## src/include/ipd_defines.svh

```systemverilog
// register map, field positions, reset values and timing counts
`ifndef IPD_DEFINES_SVH
`define IPD_DEFINES_SVH
`define IPD_OFF_EDGE_SEL 16'hF1C0
`define IPD_OFF_SYS_CFG 16'hF1C4
`define IPD_OFF_CHAN_IRQ 16'hF1C8
`define IPD_OFF_STATUS 16'hF1CC
`define IPD_RST_EDGE_SEL 16'h0000
`define IPD_RST_SYS_CFG 16'h0000
`define IPD_RST_PWR 5'h1C
`define IPD_SLEEP_CFG_BIT 5
`define IPD_CODE_OFF 2'h0
`define IPD_CODE_RISE 2'h1
`define IPD_CODE_FALL 2'h2
`define IPD_CODE_BOTH 2'h3
`define IPD_CLK_PERIOD_NS 25
`define IPD_WAKE_MIN_NS 40
`define IPD_WAKE_MIN_CYC \
  ((`IPD_WAKE_MIN_NS + `IPD_CLK_PERIOD_NS - 1) / `IPD_CLK_PERIOD_NS)
`endif

```

## src/include/ipd_pkg.sv

```systemverilog
// types shared by the idle and power down controller
package ipd_pkg;
  typedef enum logic [2:0] {
    ST_RUN, ST_WAIT_BUS, ST_IDLE, ST_PD_PROT, ST_PD_INT, ST_WAKE_WAIT,
    ST_RESUME, ST_ISR
  } ipd_state_t;

  typedef struct packed {
    logic idleInstr;
    logic sleepAllInstr;
    logic busBusy;
    logic readyEnabled;
    logic readyAckLast;
    logic irqRequest;
    logic eventXferOk;
    logic eventXferFail;
  } ipd_cpu_t;

  typedef struct packed {
    logic cpuRun;
    logic periphRun;
    logic oscOn;
    logic capPullDown;
    logic capPullUp;
  } ipd_power_t;

  typedef struct packed {
    ipd_state_t st;
    logic pendPd;
    logic [15:0] edgeSel;
    logic sleepCfg;
    logic [7:0] irqEnable;
    logic [7:0] irqFlag;
    logic [7:0] wakeS1;
    logic [7:0] wakeS2;
    logic [7:0] wakePrev;
    logic [7:0] entryLvl;
    logic [7:0] wakeChan;
    logic [1:0] holdCnt;
    logic nmiS1;
    logic nmiS2;
    logic capS1;
    logic capS2;
    ipd_power_t pwr;
    logic refused;
    logic stepNext;
    logic isrCall;
    logic pready;
    logic [31:0] prdata;
  } ipd_regs_t;
endpackage

```

## src/logic/ipd_power_ctrl.sv

```systemverilog
// idle and power down sequencing with its apb register slave
`timescale 1ns/1ps
`include "ipd_defines.svh"
module ipd_power_ctrl #(
  parameter int NPINS = 8
) (
  input wire logic clk,
  input wire logic sys_rst,
  input wire logic psel,
  input wire logic penable,
  input wire logic pwrite,
  input wire logic [15:0] paddr,
  input wire logic [31:0] pwdata,
  output logic [31:0] prdata,
  output logic pready,
  output logic pslverr,
  input wire ipd_pkg::ipd_cpu_t cpuIn,
  input wire logic nmiPinN,
  input wire logic [7:0] fastWakePin,
  input wire logic capBelowThr,
  output ipd_pkg::ipd_power_t pwrOut,
  output logic entryRefused,
  output logic stepNext,
  output logic isrCall,
  output logic [7:0] irqFlag
);
  localparam logic [1:0] HOLD_CYC = 2'(`IPD_WAKE_MIN_CYC);

  ipd_pkg::ipd_regs_t s_r;
  ipd_pkg::ipd_regs_t s_nxt;
  logic [7:0] lvl;
  logic [7:0] inactive;
  logic [7:0] hit;
  logic [7:0] edgeHit;
  logic [1:0] code;
  logic allInactive;
  logic entryOk;
  logic [7:0] setMask;
  logic wr;
  logic rd;

  assign prdata = s_r.prdata;
  assign pready = s_r.pready;
  assign pslverr = 1'b0;
  assign pwrOut = s_r.pwr;
  assign entryRefused = s_r.refused;
  assign stepNext = s_r.stepNext;
  assign isrCall = s_r.isrCall;
  assign irqFlag = s_r.irqFlag;

  always_comb begin
    s_nxt = s_r;
    lvl = s_r.wakeS2;
    inactive = '0;
    hit = '0;
    edgeHit = '0;
    code = 2'h0;
    setMask = '0;
    s_nxt.wakeS1 = fastWakePin;
    s_nxt.wakeS2 = s_r.wakeS1;
    s_nxt.wakePrev = s_r.wakeS2;
    s_nxt.nmiS1 = nmiPinN;
    s_nxt.nmiS2 = s_r.nmiS1;
    s_nxt.capS1 = capBelowThr;
    s_nxt.capS2 = s_r.capS1;
    s_nxt.refused = 1'b0;
    s_nxt.stepNext = 1'b0;
    s_nxt.isrCall = 1'b0;
    s_nxt.pready = 1'b0;
    for (int i = 0; i < NPINS; i++) begin
      code = s_r.edgeSel[2*i +: 2];
      // level view for power down, edge view otherwise
      case (code)
        `IPD_CODE_RISE: begin
          inactive[i] = ~lvl[i];
          hit[i] = lvl[i];
          edgeHit[i] = lvl[i] & ~s_r.wakePrev[i];
        end
        `IPD_CODE_FALL: begin
          inactive[i] = lvl[i];
          hit[i] = ~lvl[i];
          edgeHit[i] = ~lvl[i] & s_r.wakePrev[i];
        end
        `IPD_CODE_BOTH: begin
          // either level may enter; any change from it wakes
          inactive[i] = 1'b1;
          hit[i] = lvl[i] ^ s_r.entryLvl[i];
          edgeHit[i] = lvl[i] ^ s_r.wakePrev[i];
        end
        default: begin
          inactive[i] = 1'b1;
        end
      endcase
    end
    allInactive = &inactive;
    // ready enabled but not seen on the last access blocks entry
    entryOk = ~(cpuIn.readyEnabled & ~cpuIn.readyAckLast);

    case (s_r.st)
      ipd_pkg::ST_RUN: begin
        setMask = edgeHit;
        if (cpuIn.sleepAllInstr) begin
          s_nxt.pendPd = 1'b1;
          s_nxt.st = ipd_pkg::ST_WAIT_BUS;
        end else if (cpuIn.idleInstr) begin
          s_nxt.pendPd = 1'b0;
          s_nxt.st = ipd_pkg::ST_WAIT_BUS;
        end
      end
      ipd_pkg::ST_WAIT_BUS: begin
        setMask = edgeHit;
        // outstanding bus cycles finish before any entry
        if (!cpuIn.busBusy) begin
          s_nxt.st = ipd_pkg::ST_RUN;
          if (!entryOk) begin
            s_nxt.refused = 1'b1;
          end else if (!s_r.pendPd) begin
            s_nxt.st = ipd_pkg::ST_IDLE;
            s_nxt.pwr.cpuRun = 1'b0;
          end else if (!s_r.sleepCfg) begin
            if (!s_r.nmiS2) begin
              s_nxt.st = ipd_pkg::ST_PD_PROT;
              s_nxt.pwr = '0;
            end else begin
              s_nxt.refused = 1'b1;
            end
          end else if (allInactive) begin
            s_nxt.st = ipd_pkg::ST_PD_INT;
            s_nxt.pwr = '0;
            s_nxt.entryLvl = lvl;
            s_nxt.holdCnt = '0;
          end else begin
            s_nxt.refused = 1'b1;
          end
        end
      end
      ipd_pkg::ST_IDLE: begin
        setMask = edgeHit;
        // a good event transfer leaves idle untouched
        if (cpuIn.irqRequest || cpuIn.eventXferFail) begin
          s_nxt.st = ipd_pkg::ST_RUN;
          s_nxt.pwr.cpuRun = 1'b1;
        end
      end
      ipd_pkg::ST_PD_PROT: begin
        // only sys_rst leaves this state
        s_nxt.st = ipd_pkg::ST_PD_PROT;
      end
      ipd_pkg::ST_PD_INT: begin
        // enable bits are not consulted for the wake
        if (|hit) begin
          if (s_r.holdCnt >= HOLD_CYC - 2'h1) begin
            s_nxt.st = ipd_pkg::ST_WAKE_WAIT;
            s_nxt.wakeChan = hit;
            setMask = hit;
            s_nxt.pwr.oscOn = 1'b1;
            s_nxt.pwr.capPullDown = 1'b1;
          end else begin
            s_nxt.holdCnt = s_r.holdCnt + 2'h1;
          end
        end else begin
          s_nxt.holdCnt = '0;
        end
      end
      ipd_pkg::ST_WAKE_WAIT: begin
        // clock hold flop clears once the capacitor has discharged
        if (s_r.capS2) begin
          s_nxt.st = ipd_pkg::ST_RESUME;
          s_nxt.pwr.cpuRun = 1'b1;
          s_nxt.pwr.periphRun = 1'b1;
          s_nxt.pwr.capPullDown = 1'b0;
          s_nxt.stepNext = 1'b1;
        end
      end
      ipd_pkg::ST_RESUME: begin
        setMask = edgeHit;
        s_nxt.st = ipd_pkg::ST_RUN;
        if (|(s_r.wakeChan & s_r.irqEnable)) begin
          s_nxt.st = ipd_pkg::ST_ISR;
          s_nxt.isrCall = 1'b1;
        end
      end
      default: begin
        setMask = edgeHit;
        s_nxt.st = ipd_pkg::ST_RUN;
      end
    endcase
    // pull-up charges the capacitor while sleepCfg is set and it is not being drained
    s_nxt.pwr.capPullUp = s_r.sleepCfg & ~s_nxt.pwr.capPullDown;

    // a write lands only on the edge where pready is seen high
    wr = psel & penable & pwrite & s_r.pready;
    rd = psel & ~penable & ~pwrite;
    if (psel && !penable) begin
      s_nxt.pready = 1'b1;
    end
    if (rd) begin
      if (paddr == `IPD_OFF_EDGE_SEL) begin
        s_nxt.prdata = {16'h0000, s_r.edgeSel};
      end else if (paddr == `IPD_OFF_SYS_CFG) begin
        s_nxt.prdata = 32'(s_r.sleepCfg) << `IPD_SLEEP_CFG_BIT;
      end else if (paddr == `IPD_OFF_CHAN_IRQ) begin
        s_nxt.prdata = {16'h0000, s_r.irqFlag, s_r.irqEnable};
      end else if (paddr == `IPD_OFF_STATUS) begin
        s_nxt.prdata = {24'h000000, s_r.pwr, s_r.st};
      end else begin
        s_nxt.prdata = 32'h00000000;
      end
    end
    s_nxt.irqFlag = s_r.irqFlag;
    if (wr) begin
      if (paddr == `IPD_OFF_EDGE_SEL) begin
        s_nxt.edgeSel = pwdata[15:0];
      end else if (paddr == `IPD_OFF_SYS_CFG) begin
        s_nxt.sleepCfg = pwdata[`IPD_SLEEP_CFG_BIT];
      end else if (paddr == `IPD_OFF_CHAN_IRQ) begin
        s_nxt.irqEnable = pwdata[7:0];
        s_nxt.irqFlag = s_r.irqFlag & ~pwdata[15:8];
      end
    end
    // a new event beats a clear in the same cycle
    s_nxt.irqFlag = s_nxt.irqFlag | setMask;
  end

  always_ff @(posedge clk) begin
    if (sys_rst) begin
      s_r <= '0;
      s_r.st <= ipd_pkg::ST_RUN;
      s_r.edgeSel <= `IPD_RST_EDGE_SEL;
      s_r.sleepCfg <= 1'b0;
      s_r.pwr <= `IPD_RST_PWR;
    end else begin
      s_r <= s_nxt;
    end
  end
endmodule

```

## config.mk

```make
export PLATFORM = sky130hd
export DESIGN_NAME = ipd_power_ctrl
export DESIGN_NICKNAME = d
export VERILOG_FILES = /design/src/include/ipd_pkg.sv /design/src/logic/ipd_power_ctrl.sv
export VERILOG_INCLUDE_DIRS = /design/src /design/src/include
export SDC_FILE = /design/constraint.sdc
export NUM_CORES = 1
export LEC_CHECK = 0
export BUFFER_PORTS_ARGS = -buffer_cell sky130_fd_sc_hd__buf_2
export CAP_MARGIN = 20
export CORE_ASPECT_RATIO = 0.7
export CORE_MARGIN = 2
export CORE_UTILIZATION = 55
export CTS_CLUSTER_DIAMETER = 30
export CTS_CLUSTER_SIZE = 24
export DETAILED_ROUTE_END_ITERATION = 16
export GPL_TIMING_DRIVEN = 1
export PLACE_DENSITY_LB_ADDON = 0.2
export SKIP_LAST_GASP = 1
export SYNTH_ARGS = -nofsm -noshare
export SYNTH_HDL_FRONTEND = slang
export SYNTH_SLANG_ARGS = --single-unit
```

## constraint.sdc

```tcl
create_clock -name clk -period 3.8 [get_ports clk]
set_input_delay 0.95 -clock clk [delete_from_list [all_inputs] [get_ports clk]]
set_output_delay 0.95 -clock clk [all_outputs]
set_load 0.01 [all_outputs]
```

; Yosys cells after proc, flatten, opt, wreduce, memory -nomap -nowiden
; Cells that the tools add are included.
[op_classes]
addsub = 1
multipliers = 0
div = 0
magnitude_cmp = 1
eq_ne = 49
n_shift = 0
n_mux = 79
bitwise_logic = 70
reduce_logical = 26
[ops]
columns = operator, n
row1 = $eq A16 B16 Y1 const B, 4
row2 = $mux W8, 7
row3 = $pmux W1 S3, 18
row4 = $mux W16, 3
row5 = $eq A2 B2 Y1 const B, 16
row6 = $mux W3, 10
row7 = $not A1 Y1, 27
row8 = $and A1 B1 Y1, 23
row9 = $mux W2, 11
row10 = $pmux W3 S7, 1
row11 = $reduce_and A7 Y1, 3
row12 = $mux W5, 4
row13 = $pmux W1 S2, 10
row14 = $ne A2 B2 Y1 const B, 9
row15 = $and A8 B8 Y8, 2
row16 = $eq A2 B1 Y1 const B, 8
row17 = $pmux W8 S2, 1
row18 = $reduce_and A8 Y1, 2
row19 = $reduce_or A8 Y1, 2
row20 = $xor A1 B1 Y1, 16
row21 = $reduce_and A13 Y1, 1
row22 = $mux W6, 2
row23 = $ne A3 B3 Y1 const B, 4
row24 = $eq A3 B3 Y1 const B, 3
row25 = 22 further kinds, 39
[word_totals]
reg_bits = 124
latch_bits = 0
ramBits = 0
rom_bits = 0
inputBits = 71
out_inout_bits = 50
elab_cells = 252
mem_count = 0

; Longest topological paths before layout
[depth]
depth_word = 11
mapped_depth = 9
ltp_nobuf = 8

; Worst setup path before layout
; Ideal clock, no wire load.
[synth_timing]
path_kind = input -> register
from = input paddr[9]
to = register s_r, in the netlist irqFlag[6]
setup_time_ns = 0.128
t_arrival_ns = 2.290
t_required_ns = 3.672
setup_slack_ns = 1.382
path_stages = 7
n_path_buf = 1
path_cell_list = nor4b_4 -> nand4b_4 -> nor4_4 -> buf_6 -> nand2_1 -> a221oi_1 -> nor2_1
[synth_between]
elab_chain_cells = 6
word_cells_on_any_way = 8
cone_classes = eq/ne (3) / mux (4) / bitwise (1)
[synth_lines]
columns = element, line
row1 = "start, declared", ipd_power_ctrl.sv:12  ; input wire logic [15:0] paddr,
row2 = $eq A16 B16 Y1 (no source line), -
row3 = $mux W8, ipd_power_ctrl.sv:216  ; end else if (paddr == `IPD_OFF_CHAN_IRQ) begin
row4 = $mux W8, ipd_power_ctrl.sv:214  ; end else if (paddr == `IPD_OFF_SYS_CFG) begin
row5 = $mux W8 *, ipd_power_ctrl.sv:212  ; if (paddr == `IPD_OFF_EDGE_SEL) begin
row6 = $mux W8 *, ipd_power_ctrl.sv:211  ; if (wr) begin
row7 = $or A8 B8 Y8 *, ipd_power_ctrl.sv:222  ; s_nxt.irqFlag = s_nxt.irqFlag | setMask;
row8 = "end signal, assigned", ipd_power_ctrl.sv:233  ; s_r <= s_nxt;
row9 = "end, declared", ipd_power_ctrl.sv:29  ; ipd_pkg::ipd_regs_t s_r;
; Mark *: on every way between the ends. The rest lies on a longest branch, timed or not.
; A chain may end at the register's enable or synchronous reset.

; Worst setup path after layout
[layout_timing]
from = register s_r[106] (netlist name)
to = register s_r, in the netlist pwrOut[2]
[layout_between]
elab_chain_cells = 5
word_cells_on_any_way = 10
cone_classes = eq/ne (5) / mux (2) / reduce/logical (3)
[layout_lines]
columns = element, line
row1 = $eq A2 B2 Y1 or $eq A2 B1 Y1 (tied branches), ipd_power_ctrl.sv:73  ; case (code)
row2 = $pmux W1 S2 or $pmux W1 S3 (tied branches), ipd_power_ctrl.sv:73
row3 = $reduce_and A8 Y1 or $reduce_or A8 Y1 (tied branches), "ipd_power_ctrl.sv:95, ipd_power_ctrl.sv:151"
row4 = $ne A3 B3 Y1 (no source line) or $ne A2 B2 Y1 (tied branches), -
row5 = $reduce_and A8 Y1 (no source line) *, -
; Marked as above.

==> qor.txt <==
========================================================================================
Filler cell count in the final layout                                                896
Cell total after placement                                                           808
Bufs on Longest Clock Path                                                             2
Yosys warning count                                                                    0
Actual slew at the worst max-slew pin                                            1130 ps
Routed WL                                                                        13.9 mm
Worst skew pair latency                                                           350 ps
Met1 WL                                                                          6.44 mm
Post-synthesis cell count                                                            637
Slew HR                                                                            24.3%
Post-synthesis instance area                                                   5740 um^2
Die Footprint                                                                 11300 um^2
Worst setup EP type                                                            flip-flop
Final standard cell count with taps included and fillers excluded                    824
Die width                                                                         126 um
# rows                                                                                31
Storage element area                                                           2160 um^2
Cell area after placement                                                      6000 um^2
I/O pins                                                                             121
Unique masters post-synth                                                             57
Top routing layer in use                                                            met4
Crit Path Category                                                            reg -> reg
Routed wire length on met3                                                       1.07 mm
Crit path buffers/inverters                                                            1
Total clock sinks                                                                    108
Number of flops mapped to enable cells by yosys                                        0
Pwr per Cell Area                                                            373 nW/um^2
Aggregate global-route resource usage                                              25.0%
Max Cap Violations                                                                     0
Number of search-and-repair iterations in the first detailed-routing pass              7
CP max-delay cell                                                           sky130_fd_sc_hd__nor4_1
Design Area, Final                                                             6280 um^2
Number of antenna violations at the first check in global routing                      0
Arrival time of the worst setup path                                             3000 ps
Number of failing hold endpoints at the final stage                                    0
Initial Utilization                                                                56.1%
Maximum vdd ir drop                                                               258 uV
RSZ-0062 raised after global routing                                                  no
RePlAce Congestion                                                                 0.882
Number of max-slew violations in the final report                                      0
Upper clock frequency limit                                                      364 MHz
Time the worst path needs with I/O delays and setup                              2750 ps
Multi-input gate area                                                          2990 um^2
Post-route clock skew                                                            7.92 ps
TritonCTS clock tree                                                               built
Metal2 WL                                                                        6.03 mm
Overall via count from detail_route                                                 4712
Commonest register cell after synthesis                                     sky130_fd_sc_hd__dfxtp_1
Cell-by-cell trace of the critical path                                     inv_1 -> ha_1 -> a211oi_1 -> a311oi_1 -> nor4_1 -> nand2_1 -> a21oi_4 -> a21bo_1
Vias per cell                                                                       5.72
Tightest hold margin                                                              437 ps
Async set-or-reset flop fraction in the synthesized netlist                           0%
Number of setup buffers added after CTS                                                0
Final-layout setup total negative slack                                             0 ps
Sequential share of the synthesized area                                           37.6%
Total number of nets in the final design                                             807
LEAKAGE                                                                          2.51 nW
Number of global-route vias before repair                                           4329
Proportion of layout cells with a drive suffix above 1                             17.8%
Number of buffers created by CTS                                                       9
First-pass GRT wire length                                                       21.8 mm
Die outline height                                                               89.5 um
Routed length per instance                                                       16.9 um
Total setup violations reported at the end of the flow                                 0
Share of the clock period used by the worst path                                   72.4%
H-tree depth reported by CTS                                                           3
Area delta synth->final                                                            9.30%
Post-CTS Hold Fix Bufs                                                                 0
Half-perimeter wire length of the detailed placement result                      10.2 mm
GRT Residual Overflow                                                                  0
Total power of the final layout                                                  2.34 mW
Average cell area after synthesis                                              9.02 um^2
Number of gates resized after cts                                                      0
Number of storage elements in the synthesis netlist                                  108
Clock transition at the registers of the reported paths                            70 ps
Crit-path max FO                                                                      10
Master cell of the clock root buffer                                        sky130_fd_sc_hd__clkbuf_16
Diodes inserted                                                                        0
Area inside the core boundary                                                 10200 um^2
Required time of the worst setup path                                            4050 ps
Sort of element at the start of the critical path                              flip-flop
Result of the run                                                              completed
Count of routing violations after the opening detailed-route iteration               460
# port buffers                                                                        86
Maximum number of pins on one net before global-route repair                          49
Critical path's largest stage delay                                               530 ps
Min-Delay Path Class                                                          reg -> reg
Antenna-violating nets left                                                            0
Crit path max-delay family                                                  compound AO/OA/AOI/OAI gates
Post-route DRC violation count                                                         0
========================================================================================
-- layout make-up --
cell class                      instances  share of cell area, %
Multi-Input combinational cell        421                   47.6
Tap cell                              132                   2.63
Timing Repair Buffer                   93                   7.69
Inverter                               54                   3.23
Clock buffer                           12                   3.93
Sequential cell                       108                   34.4
Clock inverter                          4                  0.518
-- report_power, final --
group          internal (mW)  switching, mW
sequential              1.17         0.0537
clock                  0.469          0.418
combinational          0.103          0.132
-- layer usage --
| layer | track usage [%] | vias up |
|---|---|---|
| met2 | 38.8 | 189 |
| li1 | - | 2276 |
| met1 | 34.4 | 2224 |
| met5 | 0 | - |
| met3 | 5.03 | 23 |
| met4 | 10.5 | 0 |
-- flip-flops by register name, summed over array words and instances (netlist names) --
name          count
lvl               8
irqFlag           8
pready            1
isrCall           1
pwrOut            5
s_nxt            10
prdata           16
code              2
entryRefused      1
stepNext          1
s_r              55
-- stage by stage --
step	worst slack [ps]	util, %
4_1_cts	1090	61.3
3_3_place_gp	886	58.6
3_5_place_dp	868	58.6
2_1_floorplan	1380	-
5_1_grt	850	61.3
6_report	1050	61.3
-- cells in the mapped netlist, drive strengths merged (17+ instances only) --
cell / number / share of area, %
a22oi: 17 / 2.2
dfxtp: 108 / 38
nand2: 56 / 3.7
clkbuf: 17 / 1.1
nor2: 67 / 4.8
buf: 53 / 6.8
nor2b: 24 / 2.6
ha: 49 / 11
inv: 54 / 3.5
a211oi: 24 / 3.2
a21oi: 23 / 2.2
mux2i: 24 / 4.2
-- path summary, 6_finish.rpt --
path,startpoint,to,slack [ps],cells after the start
worst max register to register,s_r[106]$_SDFFE_PP0P_,pwrOut[2]$_SDFFE_PP1P_,1050,8
worst max-delay path,s_r[106]$_SDFFE_PP0P_,pwrOut[2]$_SDFFE_PP1P_,1050,8
worst min register to register,s_nxt[73]$_SDFF_PP0_,lvl[2]$_SDFF_PP0_,440,1
worst min-delay path,s_nxt[73]$_SDFF_PP0_,lvl[2]$_SDFF_PP0_,440,1
-- cells by family (layout without fill, tap and decap cells) --
group,count (synthesis),in the layout,share of synthesized area [%]
DFF,108,108,37.6
muxes,24,24,4.18
adders and majority gates,49,49,10.7
buffers and inverters,124,163,11.5
other,1,17,0.0653
and+or+nand+nor,198,198,18.1
AOI/OAI and AO/OA,133,133,17.9
-- cell usage in the layout, fill, tap and decap left out, types with 3 or more instances in the layout --
cell type / netlist / final
sky130_fd_sc_hd__a211oi_1: 23 / 23
sky130_fd_sc_hd__a21oi_1: 22 / 22
sky130_fd_sc_hd__a221oi_1: 9 / 9
sky130_fd_sc_hd__a222oi_1: 15 / 15
sky130_fd_sc_hd__a22o_1: 8 / 8
sky130_fd_sc_hd__a22oi_1: 17 / 17
sky130_fd_sc_hd__a311oi_1: 8 / 8
sky130_fd_sc_hd__and3_1: 3 / 3
sky130_fd_sc_hd__buf_2: 4 / 86
sky130_fd_sc_hd__buf_4: 46 / 7
sky130_fd_sc_hd__clkbuf_16: 0 / 9
sky130_fd_sc_hd__conb_1: 1 / 17
sky130_fd_sc_hd__dfxtp_1: 108 / 108
sky130_fd_sc_hd__ha_1: 49 / 49
sky130_fd_sc_hd__inv_1: 54 / 54
sky130_fd_sc_hd__mux2i_1: 24 / 24
sky130_fd_sc_hd__nand2_1: 56 / 56
sky130_fd_sc_hd__nand2b_1: 13 / 13
sky130_fd_sc_hd__nand3_1: 4 / 4
sky130_fd_sc_hd__nand4_1: 4 / 4
sky130_fd_sc_hd__nor2_1: 65 / 64
sky130_fd_sc_hd__nor2b_1: 24 / 24
sky130_fd_sc_hd__nor3_1: 13 / 13
sky130_fd_sc_hd__o211ai_1: 3 / 3
sky130_fd_sc_hd__o21ai_0: 7 / 7
sky130_fd_sc_hd__o21bai_1: 3 / 3
Power figures use the tool's default switching activity.
